[config.mk]
export PLATFORM = sky130hd
export DESIGN_NAME = torque_cmd_select
export DESIGN_NICKNAME = d
export VERILOG_FILES = /design/src/core/torque_cmd_pkg.sv /design/src/core/input_sync.sv /design/src/core/torque_lpf.sv /design/src/core/torque_cmd_select.sv
export SDC_FILE = /design/constraint.sdc
export NUM_CORES = 1
export LEC_CHECK = 0
export BUFFER_PORTS_ARGS = -buffer_cell sky130_fd_sc_hd__buf_2
export CAP_MARGIN = 20
export CORE_MARGIN = 2
export CORE_UTILIZATION = 40
export DETAILED_ROUTE_END_ITERATION = 7
export GPL_TIMING_DRIVEN = 0
export HOLD_SLACK_MARGIN = 0.02
export PLACE_DENSITY_LB_ADDON = 0.05
export SETUP_SLACK_MARGIN = 0.4
export SLEW_MARGIN = 5
export SYNTH_ARGS = -nofsm -noshare
export SYNTH_HDL_FRONTEND = slang
export SYNTH_SLANG_ARGS = --single-unit
export TNS_END_PERCENT = 50
[constraint.sdc]
create_clock -name ref_clk -period 94.2 [get_ports ref_clk]
set_input_delay 9.42 -clock ref_clk [delete_from_list [all_inputs] [get_ports ref_clk]]
set_output_delay 9.42 -clock ref_clk [all_outputs]
set_load 0.01 [all_outputs]
[src/core/torque_cmd_pkg.sv]
// constants, encodings and timing for the torque command select block
package torque_cmd_pkg;

    localparam int         TORQUE_W      = 16;
    localparam int         FRAC_W        = 16;
    localparam int         SYNC_STAGES   = 3;

    localparam logic [1:0] SRC_ANALOG    = 2'h0;
    localparam logic [1:0] SRC_PRESET    = 2'h1;
    localparam logic [1:0] SRC_MIXED     = 2'h2;
    localparam logic [1:0] SRC_RESET     = SRC_ANALOG;

    localparam logic [1:0] SEL_P1        = 2'h0;
    localparam logic [1:0] SEL_P2        = 2'h1;
    localparam logic [1:0] SEL_P3        = 2'h2;
    localparam logic [1:0] SEL_P4        = 2'h3;

    localparam logic [1:0] LIM_BOTH      = 2'h0;
    localparam logic [1:0] LIM_REV_ONLY  = 2'h1;
    localparam logic [1:0] LIM_FWD_ONLY  = 2'h2;
    localparam logic [1:0] LIM_NONE      = 2'h3;
    localparam logic [1:0] LIM_RESET     = LIM_NONE;

    localparam logic [8:0] TC_MIN        = 9'h001;
    localparam logic [8:0] TC_MAX        = 9'h1f4;
    localparam logic [8:0] TC_RESET      = 9'h019;
    localparam int         TC_UNIT_NS    = 100000;
    localparam int         CLK_PERIOD_NS = 8;
    localparam int         TC_UNIT_CYCLES = TC_UNIT_NS / CLK_PERIOD_NS;

    typedef enum logic [3:0] {
        OT_CLEAR = 4'h1,
        OT_FWD   = 4'h2,
        OT_REV   = 4'h4,
        OT_BOTH  = 4'h8
    } ot_state_t;

endpackage

[src/core/input_sync.sv]
// three-stage synchroniser with agreement filter for pin inputs
`timescale 1ns/1ps
module input_sync
    import torque_cmd_pkg::*;
#(
    parameter int W = 1
) (
    input  wire logic         ref_clk,
    input  wire logic         rst_n,
    input  wire logic         ce,
    input  wire logic [W-1:0] din,
    output logic      [W-1:0] dout
);
    logic [SYNC_STAGES-1:0] chain [W];

    genvar i;
    generate
        for (i = 0; i < W; i++) begin : g_bit
            // stage 0 feeds only stage 1; a change counts once stages 1 and 2 agree
            always_ff @(posedge ref_clk) begin
                if (!rst_n) begin
                    chain[i] <= '0;
                    dout[i]  <= 1'b0;
                end else if (ce) begin
                    chain[i] <= {chain[i][SYNC_STAGES-2:0], din[i]};
                    if (chain[i][1] == chain[i][2]) begin
                        dout[i] <= chain[i][2];
                    end
                end
            end
        end
    endgenerate
endmodule

[src/core/torque_lpf.sv]
// first-order low-pass filter stepped once per time unit
`timescale 1ns/1ps
module torque_lpf
    import torque_cmd_pkg::*;
(
    input  wire logic                       ref_clk,
    input  wire logic                       rst_n,
    input  wire logic                       ce,
    input  wire logic                       tick,
    input  wire logic [8:0]                 tc,
    input  wire logic signed [TORQUE_W-1:0] din,
    output logic signed [TORQUE_W-1:0]      dout
);
    localparam int ACC_W = TORQUE_W + FRAC_W;

    logic signed [ACC_W-1:0] acc;
    logic signed [ACC_W:0]   err;
    logic signed [ACC_W:0]   step;

    // the step never overshoots the target, so the sum cannot overflow
    always_comb begin
        err  = (ACC_W+1)'(signed'({din, FRAC_W'(0)})) - (ACC_W+1)'(acc);
        step = err / $signed({(ACC_W-8)'(0), tc});
    end

    always_ff @(posedge ref_clk) begin
        if (!rst_n) begin
            acc <= '0;
        end else if (ce && tick) begin
            acc <= ACC_W'((ACC_W+1)'(acc) + step);
        end
    end

    assign dout = acc[ACC_W-1:FRAC_W];
endmodule

[src/core/torque_cmd_select.sv]
// torque command source selection, modifiers, filter and over-travel lockout
`timescale 1ns/1ps
module torque_cmd_select
    import torque_cmd_pkg::*;
#(
    parameter int UNIT_CYCLES = TC_UNIT_CYCLES
) (
    input  wire logic                       ref_clk,
    input  wire logic                       rst_n,
    input  wire logic                       ce,
    input  wire logic [1:0]                 torque_source,
    input  wire logic [8:0]                 filter_time_const,
    input  wire logic [1:0]                 limit_enable_digit,
    input  wire logic                       torque_select_bit0,
    input  wire logic                       torque_select_bit1,
    input  wire logic                       command_zero_input,
    input  wire logic                       command_invert_input,
    input  wire logic                       forward_limit_input,
    input  wire logic                       reverse_limit_input,
    input  wire logic signed [TORQUE_W-1:0] analog_command_input,
    input  wire logic signed [TORQUE_W-1:0] torque_preset_1,
    input  wire logic signed [TORQUE_W-1:0] torque_preset_2,
    input  wire logic signed [TORQUE_W-1:0] torque_preset_3,
    input  wire logic signed [TORQUE_W-1:0] torque_preset_4,
    output logic signed [TORQUE_W-1:0]      torque_command,
    output logic                            analog_selected,
    output logic                            forward_overtravel,
    output logic                            reverse_overtravel,
    output logic                            overtravel_stop
);
    // ****************************************************************
    // pin synchronisation
    // ****************************************************************
    logic [5:0] pins;
    logic       sel_b0;
    logic       sel_b1;
    logic       zero_on;
    logic       inv_on;
    logic       fwd_closed;
    logic       rev_closed;

    input_sync #(
        .W (6)
    ) u_sync (
        .ref_clk (ref_clk),
        .rst_n   (rst_n),
        .ce      (ce),
        .din     ({reverse_limit_input, forward_limit_input,
                   command_invert_input, command_zero_input,
                   torque_select_bit1, torque_select_bit0}),
        .dout    (pins)
    );

    // a pin at 1 is the on state
    assign sel_b0     = pins[0];
    assign sel_b1     = pins[1];
    assign zero_on    = pins[2];
    assign inv_on     = pins[3];
    // switches read 1 while closed inside the safe range
    assign fwd_closed = pins[4];
    assign rev_closed = pins[5];

    // ****************************************************************
    // configuration
    // ****************************************************************
    logic [1:0] src;
    logic [8:0] tc;
    logic [1:0] lim_mode;

    always_ff @(posedge ref_clk) begin
        if (!rst_n) begin
            src <= SRC_RESET;
        end else if (ce) begin
            src <= torque_source;
        end
    end

    // zero falls back to the default, anything past the top is held at the top
    always_ff @(posedge ref_clk) begin
        if (!rst_n) begin
            tc <= TC_RESET;
        end else if (ce) begin
            if (filter_time_const < TC_MIN) begin
                tc <= TC_RESET;
            end else if (filter_time_const > TC_MAX) begin
                tc <= TC_MAX;
            end else begin
                tc <= filter_time_const;
            end
        end
    end

    always_ff @(posedge ref_clk) begin
        if (!rst_n) begin
            lim_mode <= LIM_RESET;
        end else if (ce) begin
            lim_mode <= limit_enable_digit;
        end
    end

    // ****************************************************************
    // source selection
    // ****************************************************************
    logic [1:0]                 sel;
    logic signed [TORQUE_W-1:0] preset;
    logic signed [TORQUE_W-1:0] sel_cmd;
    logic                       use_analog;

    assign sel = {sel_b1, sel_b0};

    always_comb begin
        case (sel)
            SEL_P1:  preset = torque_preset_1;
            SEL_P2:  preset = torque_preset_2;
            SEL_P3:  preset = torque_preset_3;
            SEL_P4:  preset = torque_preset_4;
            default: preset = torque_preset_1;
        endcase
    end

    // an undefined source setting is treated as analog, the safest reading
    always_comb begin
        case (src)
            SRC_ANALOG: use_analog = 1'b1;
            SRC_PRESET: use_analog = 1'b0;
            SRC_MIXED:  use_analog = (sel == SEL_P1);
            default:    use_analog = 1'b1;
        endcase
    end

    always_ff @(posedge ref_clk) begin
        if (!rst_n) begin
            sel_cmd         <= '0;
            analog_selected <= 1'b0;
        end else if (ce) begin
            sel_cmd         <= use_analog ? analog_command_input : preset;
            analog_selected <= use_analog;
        end
    end

    // ****************************************************************
    // zero and invert
    // ****************************************************************
    logic signed [TORQUE_W-1:0] mod_cmd;
    logic signed [TORQUE_W-1:0] neg_cmd;

    // the most negative value has no mirror, so it saturates
    assign neg_cmd = (sel_cmd == {1'b1, {(TORQUE_W-1){1'b0}}})
                   ? {1'b0, {(TORQUE_W-1){1'b1}}}
                   : TORQUE_W'(-sel_cmd);

    always_ff @(posedge ref_clk) begin
        if (!rst_n) begin
            mod_cmd <= '0;
        end else if (ce) begin
            if (zero_on) begin
                mod_cmd <= '0;
            end else if (inv_on) begin
                mod_cmd <= neg_cmd;
            end else begin
                mod_cmd <= sel_cmd;
            end
        end
    end

    // ****************************************************************
    // low-pass filter
    // ****************************************************************
    logic [15:0]                unit_cnt;
    logic                       tick;
    logic signed [TORQUE_W-1:0] filt_cmd;

    assign tick = (unit_cnt == 16'(UNIT_CYCLES - 1));

    always_ff @(posedge ref_clk) begin
        if (!rst_n) begin
            unit_cnt <= '0;
        end else if (ce) begin
            unit_cnt <= tick ? '0 : unit_cnt + 16'h0001;
        end
    end

    torque_lpf u_lpf (
        .ref_clk (ref_clk),
        .rst_n   (rst_n),
        .ce      (ce),
        .tick    (tick),
        .tc      (tc),
        .din     (mod_cmd),
        .dout    (filt_cmd)
    );

    // ****************************************************************
    // over-travel lockout
    // ****************************************************************
    ot_state_t ot_state;
    ot_state_t next_ot_state;
    logic      fwd_used;
    logic      rev_used;
    logic      fwd_hit;
    logic      rev_hit;
    logic      fwd_lock;
    logic      rev_lock;

    assign fwd_used = (lim_mode == LIM_BOTH) || (lim_mode == LIM_FWD_ONLY);
    assign rev_used = (lim_mode == LIM_BOTH) || (lim_mode == LIM_REV_ONLY);
    // an ignored limit is never looked at, so it may be left unwired
    assign fwd_hit  = fwd_used && !fwd_closed;
    assign rev_hit  = rev_used && !rev_closed;

    always_comb begin
        case ({fwd_hit, rev_hit})
            2'h2:    next_ot_state = OT_FWD;
            2'h1:    next_ot_state = OT_REV;
            2'h3:    next_ot_state = OT_BOTH;
            default: next_ot_state = OT_CLEAR;
        endcase
    end

    always_ff @(posedge ref_clk) begin
        if (!rst_n) begin
            ot_state <= OT_CLEAR;
        end else if (ce) begin
            ot_state <= next_ot_state;
        end
    end

    always_comb begin
        case (ot_state)
            OT_FWD: begin
                fwd_lock = 1'b1;
                rev_lock = 1'b0;
            end
            OT_REV: begin
                fwd_lock = 1'b0;
                rev_lock = 1'b1;
            end
            OT_BOTH: begin
                fwd_lock = 1'b1;
                rev_lock = 1'b1;
            end
            default: begin
                fwd_lock = 1'b0;
                rev_lock = 1'b0;
            end
        endcase
    end

    // the clamp sits after the filter so a stop is not smoothed away;
    // the opposite direction still passes so the axis can back out
    always_ff @(posedge ref_clk) begin
        if (!rst_n) begin
            torque_command <= '0;
        end else if (ce) begin
            if ((fwd_lock && filt_cmd > 0) || (rev_lock && filt_cmd < 0)) begin
                torque_command <= '0;
            end else begin
                torque_command <= filt_cmd;
            end
        end
    end

    always_ff @(posedge ref_clk) begin
        if (!rst_n) begin
            forward_overtravel <= 1'b0;
            reverse_overtravel <= 1'b0;
            overtravel_stop    <= 1'b0;
        end else if (ce) begin
            forward_overtravel <= fwd_lock;
            reverse_overtravel <= rev_lock;
            overtravel_stop    <= fwd_lock || rev_lock;
        end
    end
endmodule

==> results of run 1 <==
==> per-layer routing <==
layer / part of all wire [%] / vias up / routed length [µm]
met5: 0 / - / 0
met3: 2.8 / 122 / 3210
met1: 49 / 17000 / 55400
met2: 47 / 671 / 53400
met4: 1.9 / 0 / 2200
li1: - / 17600 / -
==> repair_timing <==
item                                    in CTS  in global routing
setup buffers                              104                388
pin swaps                                   78                440
cloned                                       0                  3
resized for setup                          279                525
endpoints found under the setup margin      32                 32
==> layout make-up <==
type                            instances  share of cell area [%]
Multi-Input combinational cell       3826                    72.9
Sequential cell                       141                    7.32
Clock buffer                           18                    1.03
Timing Repair Buffer                  629                    11.0
Inverter                              137                    1.30
Tap cell                             1040                    3.12
Clock inverter                         14                   0.420
Buffer                                137                    2.92
==> through the flow <==
step	instances	TNS, ps
detailed placement	5411	-471910
CTS	5547	-42170
global placement	5402	-484200
global route	5942	-113360
finish	5942	-8210
floorplan	4241	0
==> state kept, by name (all words and copies together), names as in the netlist <==
| register | flops |
|---|---|
| u_sync.dout | 6 |
| src | 2 |
| u_sync.chain | 18 |
| lim_mode | 2 |
| reverse_overtravel | 1 |
| mod_cmd | 16 |
| forward_overtravel | 1 |
| u_lpf.acc | 32 |
| unit_cnt | 16 |
| overtravel_stop | 1 |
| sel_cmd | 16 |
| tc | 9 |
| torque_command | 16 |
| analog_selected | 1 |
| ot_state | 4 |
==> worst paths after layout <==
kind                                         from                 to  slack (ps)  cells after the start
worst max-delay path                u_lpf.acc[19]      u_lpf.acc[31]       -1800                    535
worst min register to register  torque_command[0]  torque_command[0]         480                      1
worst min-delay path            torque_command[0]  torque_command[0]         480                      1
worst max register to register      u_lpf.acc[19]      u_lpf.acc[31]       -1800                    535
==> cells in the final DEF, fill, tap and decap left out, types with 42 or more instances in the layout <==
cell type / instances
a21o_1: 66
dfxtp_1: 104
ha_4: 42
ha_1: 265
buf_6: 46
xor2_1: 94
a31oi_1: 48
o31ai_1: 93
nand4_1: 68
mux2_2: 46
a21oi_2: 63
and3_1: 51
a21oi_1: 178
o21a_1: 197
mux2i_1: 67
o21ai_0: 134
nor3_1: 257
nand2_1: 326
nand3_1: 96
nor2_1: 334
inv_1: 105
buf_2: 130
o21ai_1: 47
xnor2_1: 183
buf_4: 492
==> cell families (layout without fill, tap and decap cells) <==
kind of cell             count (synthesis)  in the layout  share of synthesized area [%]
buffers and inverters                  274            935                           4.11
XOR/XNOR                               295            295                           8.33
AND/OR/NAND/NOR                       1694           1694                           28.4
AO/OA/AOI/OAI                         1377           1377                           31.5
flip-flops                             141            141                           9.57
adder cells (fa/ha/maj)                317            317                           12.7
multiplexers                           143            143                           5.47
==> flow_summary.yaml, run 1 <==
status:
  status: "finished, violations left"
  failed_checks: "setup timing"
worst_setup_path:
  slowest_stage: "or4_4"
  start_kind: "flop"
  worstSetupPathType: "reg2reg"
  crit_top_cell: "o21a_1"
  cp_top_family: "compound AO/OA/AOI/OAI gates"
  path_buf_inv: 62
  critPathMaxStageDelay_ps: 590
  arrival_ps: 96370
  endpoint_kind: "flop"
  path_max_fanout: 8
  worst_ep_required_time_ps: 94570
final_layout:
  nNetsFinal: 5307
  fill_cells: 7650
  area_delta_synth_final_pct: 32.8
  final_util_pct: 53.7
  register_area_mm2: 0.00305
  multiInputGateArea_mm2: 0.0304
  diodes: 0
  drive_gt1_share_pct: 30.4
  final_cell_area_mm2: 0.0417
clock_tree:
  insertion_delay_ps: 450
  cts_buffer_depth: 2
  cts.clk_slew.worst_paths_ps: 70
  cts_max_level: 4
  cts_buffers: 17
  root_buffer: "clkbuf_16"
  cts_hold_buffers: 0
  cts_sinks: 141
  cts_tree: "built"
floorplan:
  fp.dieH_um: 284
  core_area_mm2: 0.0776
  rows: 102
  dieArea_mm2: 0.0807
  die_x_um: 284
  pin_count: 122
  start_util_pct: 40.5
drt:
  vias_per_cell: 5.96
  vias: 35400
  ant_nets: 0
  drc: 0
  drt_iter0_drc: 2137
  wl_per_cell_um: 19.2
  dr.pass1.iters: 6
  route.final.wire_length_um: 114000
synthesis:
  async_reset_ff_share_pct: 0
  synth_area_leaders: "ha_1 (13%), dfxtp_1 (7.8%), xnor2_1 (5.5%)"
  synth_cells: 4241
  yosysMostFrequentCell: "nor2_1"
  synth_warnings: 0
  synthTopCellsByCount: "nor2_1 (394), nand2_1 (356), ha_1 (315)"
  synth_seq_area_share_pct: 9.57
  synth_area_mm2: 0.0314
  synth_largest_area_cell: "ha_1"
  syn_nets: 4659
  synth-seq-cells: 141
  synth_ff_type: "dfxtp_1"
  ys_types: 164
  syn_avg_cell_area_um2: 7.40
  synth_top_area_share_pct: 12.6
  synth_edf_count: 18
global_route:
  grt_start_max_net_pins: 34
  grt_usage_pct: 25.9
  gr-total-overflow: 0
  antenna_found_initial: 1
  grt_pass1_vias: 31500
  met1_usage_pct: 37.1
  grt_util_met2_pct: 42.6
  busiest_layer: "met2"
  met3_usage_pct: 1.39
  grt_pass1_wl_um: 173000
timing:
  finClkSkew_ps: 20.0
  rsz0062_at_grt: "yes"
  hold_violations: 0
  setup_violations: 10
  worst_slack_ps: -1800
  period_share_pct: 102
  slew_headroom_pct: 5.17
  slew_violations: 0
  holdWs_ps: 476
  worstMarginPinSlew_ps: 1410
  period_needed_ps: 96000
  fmax_mhz: 10.4
place:
  dp.final_hpwl_um: 86500
  io_buffer_count: 121
  placed_cell_area_mm2: 0.0338
  pre_cts_ws_ps: -17820
  place.gp.congestion: 0.905
job:
  max-cap-violations: 0
hold_path:
  holdCritPathClass: "reg2reg"
Power of run 1 is left out: the tool's default activity adds up to more than one toggle a clock period on the data nets, which glitch-free logic cannot reach.
==> run 2, diff against run 1 <==
--- a/config.mk
+++ b/config.mk
@@ -8,7 +8,7 @@
 export BUFFER_PORTS_ARGS = -buffer_cell sky130_fd_sc_hd__buf_2
 export CAP_MARGIN = 20
 export CORE_MARGIN = 2
-export CORE_UTILIZATION = 40
+export CORE_UTILIZATION = 65
 export DETAILED_ROUTE_END_ITERATION = 7
 export GPL_TIMING_DRIVEN = 0
 export HOLD_SLACK_MARGIN = 0.02
==> constraint.sdc (replaced) <==
create_clock -name ref_clk -period 113 [get_ports ref_clk]
set_input_delay 11.3 -clock ref_clk [delete_from_list [all_inputs] [get_ports ref_clk]]
set_output_delay 11.3 -clock ref_clk [all_outputs]
set_load 0.01 [all_outputs]
==> run 2 against run 1 <==
Compared with the run above:
- the run now ends clean
- flip-flop and latch count did not move
- hold slack gained 12 ps
- fmax down 9.8%
- critical endpoint unchanged
==> flow_summary.yaml, run 2 (synthesis gave the netlist of run 1 again) <==
floorplan:
  core_area_mm2: 0.0477
  start_util_pct: 65.7
  rows: 80
  pin_count: 122
  dieArea_mm2: 0.0501
  fp.dieH_um: 224
  die_x_um: 224
worst_setup_path:
  path_max_fanout: 10
  cp-startpoint: "u_lpf.acc[0]"
  worstSetupPathType: "reg2reg"
  path_buf_inv: 61
  arrival_ps: 106830
  crit_top_cell: "o21a_1"
  rr_worst_depth: 532
  slowest_stage: "or4_4"
  crit_path_end: "u_lpf.acc[31]"
  rr_startpoint: "u_lpf.acc[0]"
  critPathMaxStageDelay_ps: 560
  start_kind: "flop"
  cp_top_family: "compound AO/OA/AOI/OAI gates"
  worst_ep_required_time_ps: 113350
  r2r_end: "u_lpf.acc[31]"
  endpoint_kind: "flop"
  r2r_slack_ps: 6520
  worst-path-stages: 532
final_layout:
  largest_reg_flops: 32
  largestRegisters: "u_lpf.acc: 32 flops, u_sync.chain: 18 flops"
  regMostFlops: "u_lpf.acc"
  area_delta_synth_final_pct: 10.7
  nNetsFinal: 4862
  fill_cells: 4088
  drive_gt1_share_pct: 15.6
  final_cell_mix: "nor2_1 (379), nand2_1 (349), ha_1 (315)"
  diodes: 0
  layout_commonest_cell: "nor2_1"
  final_cell_area_mm2: 0.0347
  layoutNonFillerInstCount: 5072
timing:
  fin_setup_tns_ps: 0
  holdWs_ps: 488
  hold_violations: 0
  worstMarginPinSlew_ps: 1110
  period_needed_ps: 106480
  slew_violations: 0
  slew_headroom_pct: 25.5
  finClkSkew_ps: 14.8
  period_share_pct: 94.2
  setup_violations: 0
  fmax_mhz: 9.39
drt:
  drc: 0
  wl_per_cell_um: 18.9
  vias_per_cell: 6.75
  dr.pass1.iters: 6
  vias: 34200
  ant_nets: 0
  route.final.wire_length_um: 96000
  drt_iter0_drc: 2783
clock_tree:
  insertion_delay_ps: 430
  root_buffer: "clkbuf_16"
  cts_tree: "built"
  cts_buffer_depth: 2
  cts.clk_slew.worst_paths_ps: 70
  cts_buffers: 17
  cts_max_level: 4
  cts_sinks: 141
  cts_hold_buffers: 0
global_route:
  grt_start_max_net_pins: 35
  grt_pass1_vias: 31000
  grt_pass1_wl_um: 153000
  grt_usage_pct: 36.1
  gr-total-overflow: 0
  antenna_found_initial: 0
place:
  dp.final_hpwl_um: 75600
  place.gp.congestion: 0.986
  io_buffer_count: 121
  placed_cell_area_mm2: 0.0329
  placed_cells: 4982
job:
  max-cap-violations: 0
status:
  status: "complete, no violations"
hold_path:
  holdCritPathClass: "reg2reg"
run 2: cell types whose count changed in the layout (fill, tap and decap cells not counted), moves of 20 or more:
cell / previous run / this run
nor2_1: 334 / 379
buf_4: 492 / 82
buf_8: 24 / 1
o21ai_1: 47 / 27
a21oi_4: 30 / 6
nor2_4: 39 / 9
a21oi_2: 63 / 31
o21ai_0: 134 / 173
ha_1: 265 / 315
a21oi_1: 178 / 234
buf_6: 46 / 15
nand2_1: 326 / 349
inv_1: 105 / 128
ha_4: 42 / 0
run 2: worst min-delay path by stage:
stage,start,cells past startpoint,end
3_5_place_dp,torque_command[4],1,torque_command[4]
3_3_place_gp,tc[1],1,tc[1]
4_1_cts,ot_state[2],2,ot_state[2]
5_1_grt,torque_command[5],1,torque_command[5]
6_report,ot_state[2],2,ot_state[2]
2_1_floorplan,tc[1],1,tc[1]
run 2: layer usage:
metal  GRT usage [%]  up-vias  routed length (µm)
li1                -    16700                   -
met1            47.9    16100               42100
met2            61.8     1232               44900
met3            3.50      207                6070
met4            11.0        0                2890
met5               0        -                   0
run 2: through the flow:
step | utilization [%] | setup slack, ps
after global routing | 72.7 | -300
after CTS | 70.7 | 519
after detailed placement | 68.9 | -4770
after global placement | 68.6 | -4080
after floorplan | - | 14570
final | 72.7 | 6520
run 2: layout make-up:
type	instances	area (µm²)	area share [%]
repair buffers	184	1150	3.32
plain buffers	137	843	2.43
inverters	137	518	1.49
flip-flops and latches	141	3010	8.66
well taps	615	769	2.22
multi-input cells	3826	27800	80.1
clock buffers	17	425	1.22
clock inverters	15	211	0.609
run 2: timing repair:
action,in CTS,in global routing
setup endpoints to repair,31,32
pin swaps,4,24
gates resized for setup,46,175
buffers inserted,4,53
cloned,0,0
run 2: worst register-to-register path, delay by kind of cell (launching register included):
family                     cells  cell delay, ps
and+or+nand+nor              147           28990
AOI/OAI and AO/OA            282           54960
DFF                            1             340
xor gates and xnor gates       3             530
adders and majority gates     36           10450
buffers and inverters         61           10350
muxes                          3             720
Power of run 2 is left out for the same reason.
